$ cat src/verilog/nos_defs.svh
// nos_defs.svh: constants for the oscillator output stage
// assumes: included by bare name from design files under verilog/
`ifndef NOS_DEFS_SVH
`define NOS_DEFS_SVH

`define NOS_ACC_WIDTH 20
`define NOS_PWS_WIDTH 3
`define NOS_PULSE_CNT_WIDTH 8
`define NOS_RESET_ACC 20'h00000
`define NOS_RESET_OUT 1'b0

`endif

$ cat src/verilog/nos_pkg.sv
// nos_pkg.sv: types shared by the oscillator output stage
// assumes: nothing beyond a SystemVerilog compiler
`default_nettype none
package nos_pkg;
    typedef enum logic [1:0] {
        NOS_IDLE,
        NOS_PULSE
    } nos_pulse_state_e;
endpackage
`default_nettype wire

$ cat src/verilog/nos_accumulator.sv
// nos_accumulator.sv: phase accumulator giving a one-cycle overflow pulse
// assumes: single clock, asynchronous active-low reset
`timescale 1ns/10ps
`default_nettype none
`include "nos_defs.svh"
module nos_accumulator #(
    parameter int ACC_WIDTH = `NOS_ACC_WIDTH
) (
    // clock and reset
    input wire logic i_ref_clk,
    input wire logic i_arst_n,
    // control
    input wire logic i_enable,
    input wire logic [ACC_WIDTH-1:0] i_increment,
    // event
    output logic o_overflow
);
    logic [ACC_WIDTH-1:0] acc;
    logic [ACC_WIDTH:0] next_sum;

    // elaboration check: the carry logic needs at least two bits
    if (ACC_WIDTH < 2 || ACC_WIDTH > 32) begin : g_bad_width
        $error("nos_accumulator: ACC_WIDTH out of range");
    end

    assign next_sum = {1'b0, acc} + {1'b0, i_increment};

    // add every clock while enabled; carry out is the overflow event
    always_ff @(posedge i_ref_clk or negedge i_arst_n) begin
        if (!i_arst_n) begin
            acc <= '0;
            o_overflow <= 1'b0;
        end else if (i_enable) begin
            acc <= next_sum[ACC_WIDTH-1:0];
            o_overflow <= next_sum[ACC_WIDTH];
        end else begin
            o_overflow <= 1'b0;
        end
    end

    property p_ovf_one_cycle;
        @(posedge i_ref_clk) disable iff (!i_arst_n)
        (i_enable && next_sum[ACC_WIDTH]) |=> o_overflow;
    endproperty
    a_ovf_one_cycle: assert property (p_ovf_one_cycle) else $error("overflow missed");

    property p_ovf_needs_enable;
        @(posedge i_ref_clk) disable iff (!i_arst_n)
        !i_enable |=> !o_overflow;
    endproperty
    a_ovf_needs_enable: assert property (p_ovf_needs_enable) else $error("overflow while off");
endmodule // nos_accumulator
`default_nettype wire

$ cat src/verilog/nos_output_stage.sv
// nos_output_stage.sv: oscillator output stage, modes, polarity, irq flag
// assumes: i_ref_clk is the oscillator's own clock, running also in sleep;
// all control inputs are synchronous to it; software clears the flag
`timescale 1ns/10ps
`default_nettype none
`include "nos_defs.svh"
module nos_output_stage #(
    parameter int ACC_WIDTH = `NOS_ACC_WIDTH,
    parameter int PWS_WIDTH = `NOS_PWS_WIDTH,
    parameter int CNT_WIDTH = `NOS_PULSE_CNT_WIDTH
) (
    // clock and reset
    input wire logic i_ref_clk,
    input wire logic i_arst_n,
    // control bits
    input wire logic i_osc_enable_bit,
    input wire logic i_pulse_freq_mode_sel,
    input wire logic i_output_polarity_bit,
    input wire logic [PWS_WIDTH-1:0] i_pulse_width_select,
    input wire logic [ACC_WIDTH-1:0] i_increment,
    input wire logic i_alt_pin_select,
    // interrupt control
    input wire logic i_overflow_irq_enable,
    input wire logic i_peripheral_irq_enable,
    input wire logic i_global_irq_enable,
    input wire logic i_overflow_irq_flag_clear,
    // status
    output logic o_output_value_bit,
    output logic o_overflow_irq_flag,
    output logic o_irq,
    output logic o_fast_osc_keep_alive,
    // output routing
    output logic o_config_logic_cell,
    output logic o_complementary_waveform_gen,
    output logic o_pin_primary,
    output logic o_pin_primary_oe,
    output logic o_pin_alternate,
    output logic o_pin_alternate_oe
);
    logic accumulator_overflow_event;
    logic raw_out;
    logic pol_out;
    logic pol_out_q;
    logic pol_q;
    logic [CNT_WIDTH-1:0] pulse_cnt;
    logic [CNT_WIDTH-1:0] pulse_len;
    nos_pkg::nos_pulse_state_e state;
    logic pol_edge_event;

    // elaboration check: the counter must hold two to the highest width code
    if (CNT_WIDTH < (1 << PWS_WIDTH) || PWS_WIDTH < 1 || PWS_WIDTH > 4) begin : g_bad_width
        $error("nos_output_stage: pulse counter too narrow for width field");
    end

    // length in periods, two to the n
    function automatic logic [CNT_WIDTH-1:0] width_periods(input logic [PWS_WIDTH-1:0] n);
        width_periods = CNT_WIDTH'(1) << n;
    endfunction

    assign pulse_len = width_periods(i_pulse_width_select);

    nos_accumulator #(
        .ACC_WIDTH(ACC_WIDTH)
    ) u_acc (
        .i_ref_clk(i_ref_clk),
        .i_arst_n(i_arst_n),
        .i_enable(i_osc_enable_bit),
        .i_increment(i_increment),
        .o_overflow(accumulator_overflow_event)
    );

    // raw (pre-polarity) output: toggle or pulse depending on mode
    always_ff @(posedge i_ref_clk or negedge i_arst_n) begin
        if (!i_arst_n) begin
            raw_out <= `NOS_RESET_OUT;
            state <= nos_pkg::NOS_IDLE;
            pulse_cnt <= '0;
        end else if (!i_osc_enable_bit) begin
            raw_out <= 1'b0;
            state <= nos_pkg::NOS_IDLE;
            pulse_cnt <= '0;
        end else if (!i_pulse_freq_mode_sel) begin
            // fixed-duty mode; 50% only while the increment holds still
            state <= nos_pkg::NOS_IDLE;
            pulse_cnt <= '0;
            if (accumulator_overflow_event) begin
                raw_out <= ~raw_out;
            end
        end else begin
            // pulse mode; a new overflow mid-pulse restarts it, the
            // output is undefined there anyway if software misconfigures
            case (state)
                nos_pkg::NOS_IDLE: begin
                    if (accumulator_overflow_event) begin
                        raw_out <= 1'b1;
                        pulse_cnt <= pulse_len - CNT_WIDTH'(1);
                        state <= nos_pkg::NOS_PULSE;
                    end else begin
                        raw_out <= 1'b0;
                    end
                end
                nos_pkg::NOS_PULSE: begin
                    if (accumulator_overflow_event) begin
                        raw_out <= 1'b1;
                        pulse_cnt <= pulse_len - CNT_WIDTH'(1);
                    end else if (pulse_cnt == '0) begin
                        raw_out <= 1'b0;
                        state <= nos_pkg::NOS_IDLE;
                    end else begin
                        pulse_cnt <= pulse_cnt - CNT_WIDTH'(1);
                    end
                end
                default: begin
                    raw_out <= 1'b0;
                    state <= nos_pkg::NOS_IDLE;
                end
            endcase
        end
    end

    // polarity is applied ahead of the output register, so the outputs follow it one clock later
    assign pol_out = raw_out ^ i_output_polarity_bit;

    // output value register shown to software and peripherals
    always_ff @(posedge i_ref_clk or negedge i_arst_n) begin
        if (!i_arst_n) begin
            pol_out_q <= 1'b0;
            pol_q <= 1'b0;
        end else begin
            pol_out_q <= pol_out;
            pol_q <= i_output_polarity_bit;
        end
    end

    assign o_output_value_bit = pol_out_q;
    assign o_config_logic_cell = pol_out_q;
    assign o_complementary_waveform_gen = pol_out_q;

    // pin relocation; only the selected pin is driven
    assign o_pin_primary = pol_out_q;
    assign o_pin_alternate = pol_out_q;
    assign o_pin_primary_oe = i_osc_enable_bit && !i_alt_pin_select;
    assign o_pin_alternate_oe = i_osc_enable_bit && i_alt_pin_select;

    // a polarity flip moves the output, so it counts as an irq event while the overflow, peripheral and global irq enables are all set
    assign pol_edge_event = (pol_q != i_output_polarity_bit) && i_overflow_irq_enable
        && i_peripheral_irq_enable && i_global_irq_enable;

    // sticky flag: a set in the same cycle as a clear wins
    always_ff @(posedge i_ref_clk or negedge i_arst_n) begin
        if (!i_arst_n) begin
            o_overflow_irq_flag <= 1'b0;
        end else if (accumulator_overflow_event || pol_edge_event) begin
            o_overflow_irq_flag <= 1'b1;
        end else if (i_overflow_irq_flag_clear) begin
            o_overflow_irq_flag <= 1'b0;
        end
    end

    assign o_irq = o_overflow_irq_flag && i_osc_enable_bit && i_overflow_irq_enable
        && i_peripheral_irq_enable && i_global_irq_enable;

    // keep the fast oscillator alive whenever the block is enabled
    assign o_fast_osc_keep_alive = i_osc_enable_bit;

    // checker helpers, not part of the output path: the length of the current
    // active run of the raw output, and the width latched when a pulse starts
    // cleanly; a restart or a mode change spoils the pulse, so only clean ones
    // are measured against the width field
    localparam int RUN_WIDTH = CNT_WIDTH + 1;
    logic [RUN_WIDTH-1:0] run_len;
    logic [CNT_WIDTH-1:0] started_len;
    logic pulse_clean;

    // run length saturates so a long fixed-duty high phase cannot wrap
    always_ff @(posedge i_ref_clk or negedge i_arst_n) begin
        if (!i_arst_n) begin
            run_len <= '0;
        end else if (!raw_out) begin
            run_len <= '0;
        end else if (run_len != '1) begin
            run_len <= run_len + RUN_WIDTH'(1);
        end
    end

    // a pulse counts as clean when it starts from idle with the output low;
    // leaving pulse mode or disabling the block drops the measurement
    always_ff @(posedge i_ref_clk or negedge i_arst_n) begin
        if (!i_arst_n) begin
            started_len <= '0;
            pulse_clean <= 1'h0;
        end else if (!i_osc_enable_bit || !i_pulse_freq_mode_sel) begin
            pulse_clean <= 1'h0;
        end else if (accumulator_overflow_event) begin
            started_len <= pulse_len;
            pulse_clean <= (state == nos_pkg::NOS_IDLE) && !raw_out;
        end
    end

    property p_fdc_toggle;
        @(posedge i_ref_clk) disable iff (!i_arst_n)
        (i_osc_enable_bit && !i_pulse_freq_mode_sel && accumulator_overflow_event)
            |=> (raw_out != $past(raw_out));
    endproperty
    a_fdc_toggle: assert property (p_fdc_toggle) else $error("no toggle on overflow");

    property p_pf_active;
        @(posedge i_ref_clk) disable iff (!i_arst_n)
        (i_osc_enable_bit && i_pulse_freq_mode_sel && accumulator_overflow_event) |=> raw_out;
    endproperty
    a_pf_active: assert property (p_pf_active) else $error("pulse not active");

    property p_pf_one_period;
        @(posedge i_ref_clk) disable iff (!i_arst_n)
        (i_osc_enable_bit && i_pulse_freq_mode_sel && i_pulse_width_select == '0
            && accumulator_overflow_event ##1 (i_osc_enable_bit && i_pulse_freq_mode_sel
            && !accumulator_overflow_event)) |=> !raw_out;
    endproperty
    a_pf_one_period: assert property (p_pf_one_period) else $error("pulse too long");

    property p_pf_width2;
        @(posedge i_ref_clk) disable iff (!i_arst_n)
        (i_osc_enable_bit && i_pulse_freq_mode_sel && i_pulse_width_select == 3'h1
            && accumulator_overflow_event ##1 (i_osc_enable_bit && i_pulse_freq_mode_sel
            && !accumulator_overflow_event)) |=> raw_out;
    endproperty
    a_pf_width2: assert property (p_pf_width2) else $error("pulse too short");

    property p_pol_out;
        @(posedge i_ref_clk) disable iff (!i_arst_n)
        1'b1 |=> o_output_value_bit == ($past(raw_out) ^ $past(i_output_polarity_bit));
    endproperty
    a_pol_out: assert property (p_pol_out) else $error("output value wrong");

    property p_flag_set;
        @(posedge i_ref_clk) disable iff (!i_arst_n)
        accumulator_overflow_event |=> o_overflow_irq_flag;
    endproperty
    a_flag_set: assert property (p_flag_set) else $error("flag not set");

    property p_pol_irq;
        @(posedge i_ref_clk) disable iff (!i_arst_n)
        pol_edge_event |=> o_overflow_irq_flag;
    endproperty
    a_pol_irq: assert property (p_pol_irq) else $error("polarity irq lost");

    property p_flag_sticky;
        @(posedge i_ref_clk) disable iff (!i_arst_n)
        (o_overflow_irq_flag && !i_overflow_irq_flag_clear) |=> o_overflow_irq_flag;
    endproperty
    a_flag_sticky: assert property (p_flag_sticky) else $error("flag self-cleared");

    property p_irq_gate;
        @(posedge i_ref_clk) disable iff (!i_arst_n)
        o_irq |-> (i_global_irq_enable && i_peripheral_irq_enable && i_overflow_irq_enable
            && i_osc_enable_bit && o_overflow_irq_flag);
    endproperty
    a_irq_gate: assert property (p_irq_gate) else $error("irq not gated");

    // further checks on the output path and the flag; all on the oscillator
    // clock, and every attempt is dropped while reset is low so that the
    // cleared registers never look like an event
    // mode behaviour between events
    property p_fdc_hold;
        @(posedge i_ref_clk) disable iff (!i_arst_n)
        (i_osc_enable_bit && !i_pulse_freq_mode_sel && !accumulator_overflow_event)
            |=> $stable(raw_out);
    endproperty
    a_fdc_hold: assert property (p_fdc_hold) else $error("toggle without overflow");

    property p_pf_idle_low;
        @(posedge i_ref_clk) disable iff (!i_arst_n)
        (i_osc_enable_bit && i_pulse_freq_mode_sel && state == nos_pkg::NOS_IDLE
            && !accumulator_overflow_event) |=> !raw_out;
    endproperty
    a_pf_idle_low: assert property (p_pf_idle_low) else $error("active while idle");

    property p_pf_width;
        @(posedge i_ref_clk) disable iff (!i_arst_n)
        (pulse_clean && state == nos_pkg::NOS_PULSE && pulse_cnt == '0 && i_osc_enable_bit
            && i_pulse_freq_mode_sel && !accumulator_overflow_event)
            |=> (run_len == {1'h0, started_len});
    endproperty
    a_pf_width: assert property (p_pf_width) else $error("pulse length wrong");

    property p_off_inactive;
        @(posedge i_ref_clk) disable iff (!i_arst_n)
        (!i_osc_enable_bit ##1 !i_osc_enable_bit)
            |=> (o_output_value_bit == $past(i_output_polarity_bit));
    endproperty
    a_off_inactive: assert property (p_off_inactive) else $error("idle level wrong");

    // flag and request
    property p_flag_clear;
        @(posedge i_ref_clk) disable iff (!i_arst_n)
        (i_overflow_irq_flag_clear && !accumulator_overflow_event && !pol_edge_event)
            |=> !o_overflow_irq_flag;
    endproperty
    a_flag_clear: assert property (p_flag_clear) else $error("flag clear lost");

    property p_flag_no_set;
        @(posedge i_ref_clk) disable iff (!i_arst_n)
        (!o_overflow_irq_flag && !accumulator_overflow_event && !pol_edge_event)
            |=> !o_overflow_irq_flag;
    endproperty
    a_flag_no_set: assert property (p_flag_no_set) else $error("flag set with no event");

    property p_irq_full;
        @(posedge i_ref_clk) disable iff (!i_arst_n)
        (o_overflow_irq_flag && i_osc_enable_bit && i_overflow_irq_enable
            && i_peripheral_irq_enable && i_global_irq_enable) |-> o_irq;
    endproperty
    a_irq_full: assert property (p_irq_full) else $error("irq not raised");

    // routing of the output value
    property p_routes;
        @(posedge i_ref_clk) disable iff (!i_arst_n)
        (o_config_logic_cell == o_output_value_bit)
            && (o_complementary_waveform_gen == o_output_value_bit);
    endproperty
    a_routes: assert property (p_routes) else $error("peripheral route differs");

    property p_pin_values;
        @(posedge i_ref_clk) disable iff (!i_arst_n)
        (o_pin_primary == o_output_value_bit) && (o_pin_alternate == o_output_value_bit);
    endproperty
    a_pin_values: assert property (p_pin_values) else $error("pin value differs");

    property p_pin_excl;
        @(posedge i_ref_clk) disable iff (!i_arst_n)
        o_pin_primary_oe |-> !o_pin_alternate_oe;
    endproperty
    a_pin_excl: assert property (p_pin_excl) else $error("both pin locations driven");

    c_fdc: cover property (@(posedge i_ref_clk) disable iff (!i_arst_n)
        !i_pulse_freq_mode_sel && accumulator_overflow_event);
    c_pf: cover property (@(posedge i_ref_clk) disable iff (!i_arst_n)
        state == nos_pkg::NOS_PULSE ##1 state == nos_pkg::NOS_IDLE);
    c_irq: cover property (@(posedge i_ref_clk) disable iff (!i_arst_n) o_irq);
    // the polarity event and a software clear are the other two flag paths
    c_pol_irq: cover property (@(posedge i_ref_clk) disable iff (!i_arst_n) pol_edge_event);
    c_flag_clear: cover property (@(posedge i_ref_clk) disable iff (!i_arst_n)
        o_overflow_irq_flag ##1 !o_overflow_irq_flag);
endmodule // nos_output_stage
`default_nettype wire

$ cat config.mk
export PLATFORM = sky130hd
export DESIGN_NAME = nos_output_stage
export DESIGN_NICKNAME = d
export VERILOG_FILES = /design/src/verilog/nos_pkg.sv /design/src/verilog/nos_accumulator.sv /design/src/verilog/nos_output_stage.sv
export VERILOG_INCLUDE_DIRS = /design/src /design/src/verilog
export SDC_FILE = /design/constraint.sdc
export NUM_CORES = 1
export LEC_CHECK = 0
export ABC_AREA = 1
export BUFFER_PORTS_ARGS = -buffer_cell sky130_fd_sc_hd__buf_2
export CAP_MARGIN = 20
export CORE_MARGIN = 2
export CORE_UTILIZATION = 52
export DETAILED_ROUTE_END_ITERATION = 8
export GPL_TIMING_DRIVEN = 0
export PLACE_DENSITY = 0.8
export SETUP_SLACK_MARGIN = 0.2
export SLEW_MARGIN = 20
export SYNTH_ARGS = -nofsm -noshare
export SYNTH_HDL_FRONTEND = slang
export SYNTH_SLANG_ARGS = --single-unit
$ cat constraint.sdc
create_clock -name i_ref_clk -period 1.6 [get_ports i_ref_clk]
set_input_delay 0.16 -clock i_ref_clk [delete_from_list [all_inputs] [get_ports i_ref_clk]]
set_output_delay 0.16 -clock i_ref_clk [all_outputs]
set_load 0.02 [all_outputs]
Word level (Yosys, flattened, before mapping)
Cells that the tools add are included.
- output and inout port bits: 10
- register bits after elaboration: 35
- input port bits: 33
- logic and storage cells: 62
- equality and inequality tests: 9
- shift operators: 1
- bitwise operators: 2
- reductions and logical operators: 17
- muxes and demuxes: 22
- add/subtract/negate cells: 3
- operators with widths (kind ; count):
    $mux 8 ; 5
    $add 20x20->21 ; 1
    $pmux 8 s2 ; 1
    $sub 8x1->8 const B ; 2
    $mux 2 ; 5
    $logic_and 1x1->1 ; 9
    $mux 1 ; 9
    $logic_not 8->1 ; 1
    $ne 4x3->1 const B ; 2
    $ne 4x4->1 const B ; 2
    $shl 1x3->8 const A ; 1
    $reduce_and 3->1 ; 2
    $ne 5x4->1 const B ; 1
    $ne 4x2->1 const B ; 1
    $pmux 2 s2 ; 1
    $ne 3x1->1 const B ; 1
    $eq 2x1->1 const B ; 1
    $logic_not 2->1 ; 1
    $pmux 1 s2 ; 1
    $reduce_and 2->1 ; 1
    $reduce_bool 2->1 ; 1
    $logic_not 1->1 ; 1
    $logic_or 1x1->1 ; 1
    $ne 1x1->1 ; 1
    2 further kinds ; 2

Depth between registers and ports, before layout
- word-level depth: 6
- gate-level depth with buffers: 12
- mapped depth without buffers: 12

Modules after synthesis
From an unflattened synthesis, not the netlist that was laid out.
- cells, all modules: 432
- area total of the unflattened synthesis: 2937.8 µm²
- by module, submodules not included (module ; instances ; sequential area each (µm²) ; cells each ; area an instance (µm²)):
    nos_accumulator ; 1 ; 525.5 ; 303 ; 2030.7
    nos_output_stage ; 1 ; 325.3 ; 129 ; 907.1

Least setup slack after synthesis
Ideal clock, no wire load.
- kind: register to register
- start point: register u_acc.acc[0]
- end point: register u_acc.o_overflow
- required time: 1.487 ns
- stages on the path, launching flop included: 13
- data arrival time: 1.596 ns
- setup time: 0.113 ns
- slack: -0.109 ns
- cell sequence: dfrtp_1 -> ha_1 -> fa_1 -> nand3_1 -> nand3_2 -> nand2_1 -> nand2_1 -> nand2_1 -> nand2_1 -> nand2_1 -> nand2_1 -> nand2_1 -> inv_1
- cells in the longest elaborated chain, start to end: 2
- RTL lines (what ; line ; text):
    from (decl) ; nos_accumulator.sv:18 ; logic [ACC_WIDTH-1:0] acc;
    from (signal assigned) ; nos_accumulator.sv:34 ; acc <= next_sum[ACC_WIDTH-1:0];
    $add 20x20->21 ; nos_accumulator.sv:26 ; assign next_sum = {1'b0, acc} + {1'b0, i_increment};
    $mux 1 ; nos_accumulator.sv:33 ; end else if (i_enable) begin
    to (signal assigned) ; nos_accumulator.sv:35 ; o_overflow <= next_sum[ACC_WIDTH];
    to (decl) ; nos_accumulator.sv:16 ; output logic o_overflow
No other way between the ends.
A chain may end at the register's enable or synchronous reset.

Worst setup path after layout
- start point: register u_acc.acc[0]
- end point: register u_acc.acc[6]
- cells in the longest elaborated chain, start to end: 1
- RTL lines (what ; line):
    $add 20x20->21 ; nos_accumulator.sv:26
No other way between the ends.

==> results_dict.tcl <==
set metrics [dict create \
    outcome "complete, but fails checks" \
    violations "negative setup slack" \
    worstReg2RegStart "u_acc.acc[0]" \
    route.detailed.drc 0 \
    grt_use_total 0.2672 \
    slew_headroom 0.4551 \
    port_buffers 41 \
    whs_ps 14.37 \
    synth_largest_area_cell "dfrtp_1" \
    die_area_um2 5978 \
    start_kind "flip-flop" \
    r2r_end "u_acc.acc[6]" \
    slowest_stage "dfrtp_1" \
    p_total_mw 7.234 \
    core_area_um2 5140 \
    setup_viol 12 \
    timing.final.crit_share 1.104 \
    cpPeakStageDelay_ps 420 \
    yosysUniqueCellTypes 31 \
    hp-class "primary input to flip-flop" \
    vias 3151 \
    synth_warnings 0 \
    syn_inst 418 \
    grt-ovfl-total 0 \
    slew_viol_final 0 \
    crit_type "flip-flop to flip-flop" \
    rows 26 \
    ioPinCount 43 \
    power_density_nw_per_um2 1761 \
    yosys-top-cells-area "dfrtp_1, nand2_1, ha_1" \
    cp-startpoint "u_acc.acc[0]" \
    die_x_um 77.32 \
    crit_end "u_acc.acc[6]" \
    diodes 0 \
    cp.required_ps 1770 \
    dp_hpwl_um 5293 \
    antenna_found_initial 0 \
    fin_skew_ps 5.300 \
    cts-root-buf "clkbuf_8" \
    p_leak_nw 2.025 \
    rsz0062_at_grt "true" \
    cts_buffers 5 \
    grt_max_degree 35 \
    hold_viol_final 0 \
    synth.top_cell.area_share 0.3044 \
    clock_path_buffers 2 \
    fmax_mhz 566.4 \
    vdd_drop_max_v 0.0008912 \
    grt_pass1_wl_um 13050 \
    path_common_cell "nand3_2" \
    arrival_ps 1940 \
    drt_iter0_drc 224 \
    clock_sinks 34 \
    mostFrequentLayoutCells "nand2_1, buf_2, inv_1" \
    first_global_vias 3083 \
    ys_ff_latch 34 \
    worst_pin_slew_ps 817.3 \
    path_clk_slew_ps 80 \
    finalCriticalPeriod_ps 1766 \
    reg2reg_depth 9 \
    tritoncts "done" \
    timing.final.ws_setup_ps -165.7 \
    avgViaCountPerCell 5.538 \
    gp_congestion 0.9501 \
    die_h_um 77.32 \
    seq_area_frac_synth 0.3044 \
    cp_max_fo 2 \
    drtPass1Iterations 5 \
    stdcell_count 569 \
    syn_avg_cell_area_um2 6.687 \
    start_util 0.5438 \
    num-nets-final 554 \
    syn_to_final_growth_pct 47.00 \
    cp_top_family "adder cells" \
    cp.depth 9 \
    finalWirelength_um 8683 \
    post-place-ws_ps -145.7 \
    syn_area_um2 2795 \
    finalSetupTns_ps -807.1 \
    ant_nets 0 \
    layout_commonest_cell "nand2_1" \
    crit_buf_inv 1 \
    max_cap_viol_count 0 \
    rrSetupSlack_ps -170 \
    avgRoutedWirePerCell_um 15.26 \
    htree_levels 2 \
    endpoint_kind "flip-flop" \
    clk_latency_ps 300 \
    dp.cells 529 \
    drive_gt1_frac 0.4048 \
    path_cells "ha_4 -> fa_2 -> nand3_2 -> nand3_2 -> buf_6 -> nand2_2 -> nand2_1 -> xnor2_1 -> o21ai_1" \
    syn_nets 474 \
]
==> cell type report <==
class,instances,area [um^2]
plain buffers,11,75.07
clock buffers,6,82.58
clock inverters,2,12.51
fillers,346,1031
inverters,52,200.2
multi-input cells,321,2338
flip-flops and latches,34,852.1
well taps,70,87.58
repair buffers,73,460.4
==> synth_stat cells <==
cell type	instances
nand3_2	4
o22ai_1	3
o31ai_1	2
o21bai_1	1
xnor2_1	9
nor2_1	33
nand2_1	143
fa_1	1
nor3_1	7
a21oi_1	18
inv_1	52
buf_2	2
dfrtp_1	34
and3_1	1
clkbuf_1	3
o21ai_0	22
nand3_1	32
nand4_1	2
buf_4	6
nor3_2	2
and2_1	1
ha_1	22
a21oi_2	1
a32oi_1	1
o21ai_1	2
nor2_2	3
nand3b_1	5
nand2_2	2
xor2_1	2
or2_2	1
nor4_1	1
==> flip-flops by register name, indices dropped and copies added (netlist names) <==
name and cells:
pol_q 1, pulse_cnt 8, o_overflow_irq_flag 1, state 1
o_complementary_waveform_gen 1, u_acc.acc 20, u_acc.o_overflow 1, raw_out 1
==> worst min-delay path by stage <==
stage | startpoint | endpoint | slack (ps) | cells past startpoint
after floorplan | i_arst_n | o_complementary_waveform_gen | -140 | 0
after global placement | i_arst_n | u_acc.acc[4] | 280 | 1
after detailed placement | i_arst_n | u_acc.acc[4] | 290 | 1
after CTS | i_output_polarity_bit | pol_q | 10 | 1
after global routing | i_output_polarity_bit | pol_q | 10 | 1
final | i_output_polarity_bit | pol_q | 10 | 1
==> metrics by stage <==
step	utilization	instance area, um^2
3_3_place_gp	0.6351	3264
4_1_cts	0.7213	3707
6_report	0.7994	4109
2_1_floorplan	-	2972
3_5_place_dp	0.6351	3264
5_1_grt	0.7994	4109
==> cells by family (layout without fill, tap and decap cells) <==
| family | Yosys count | in the layout | share of synthesized area |
|---|---|---|---|
| and+or+nand+nor | 237 | 237 | 0.3657 |
| adders and majority gates | 23 | 23 | 0.1056 |
| AOI/OAI and AO/OA | 50 | 50 | 0.09624 |
| xor gates and xnor gates | 11 | 11 | 0.03447 |
| buffers and inverters | 63 | 144 | 0.09355 |
| DFF | 34 | 34 | 0.3044 |
==> routing by layer <==
metal / GRT usage / vias up / routed length, um
met2: 0.4887 / 149 / 4470
met3: 0.04471 / 31 / 459
li1: - / 1506 / -
met4: 0.09821 / 0 / 308
met5: 0 / - / 0
met1: 0.3104 / 1465 / 3445
==> power by group <==
part,internal [mW],leakage (nW),switching (mW)
combinational,2.29,1.56,2.74
sequential,1.17,0.423,0.321
clock,0.347,0.0472,0.369
total,3.80,2.03,3.43
==> timing repair <==
item / 4_1_cts / 5_1_grt
endpoints found under the setup margin: 23 / 28
buffers inserted: 16 / 14
hold buffers: 1 / 0
cloned: 0 / 1
pin swaps: 18 / 26
gates resized for setup: 55 / 81
endpoints found under the hold margin: 34 / 0
Power figures use the tool's default switching activity.
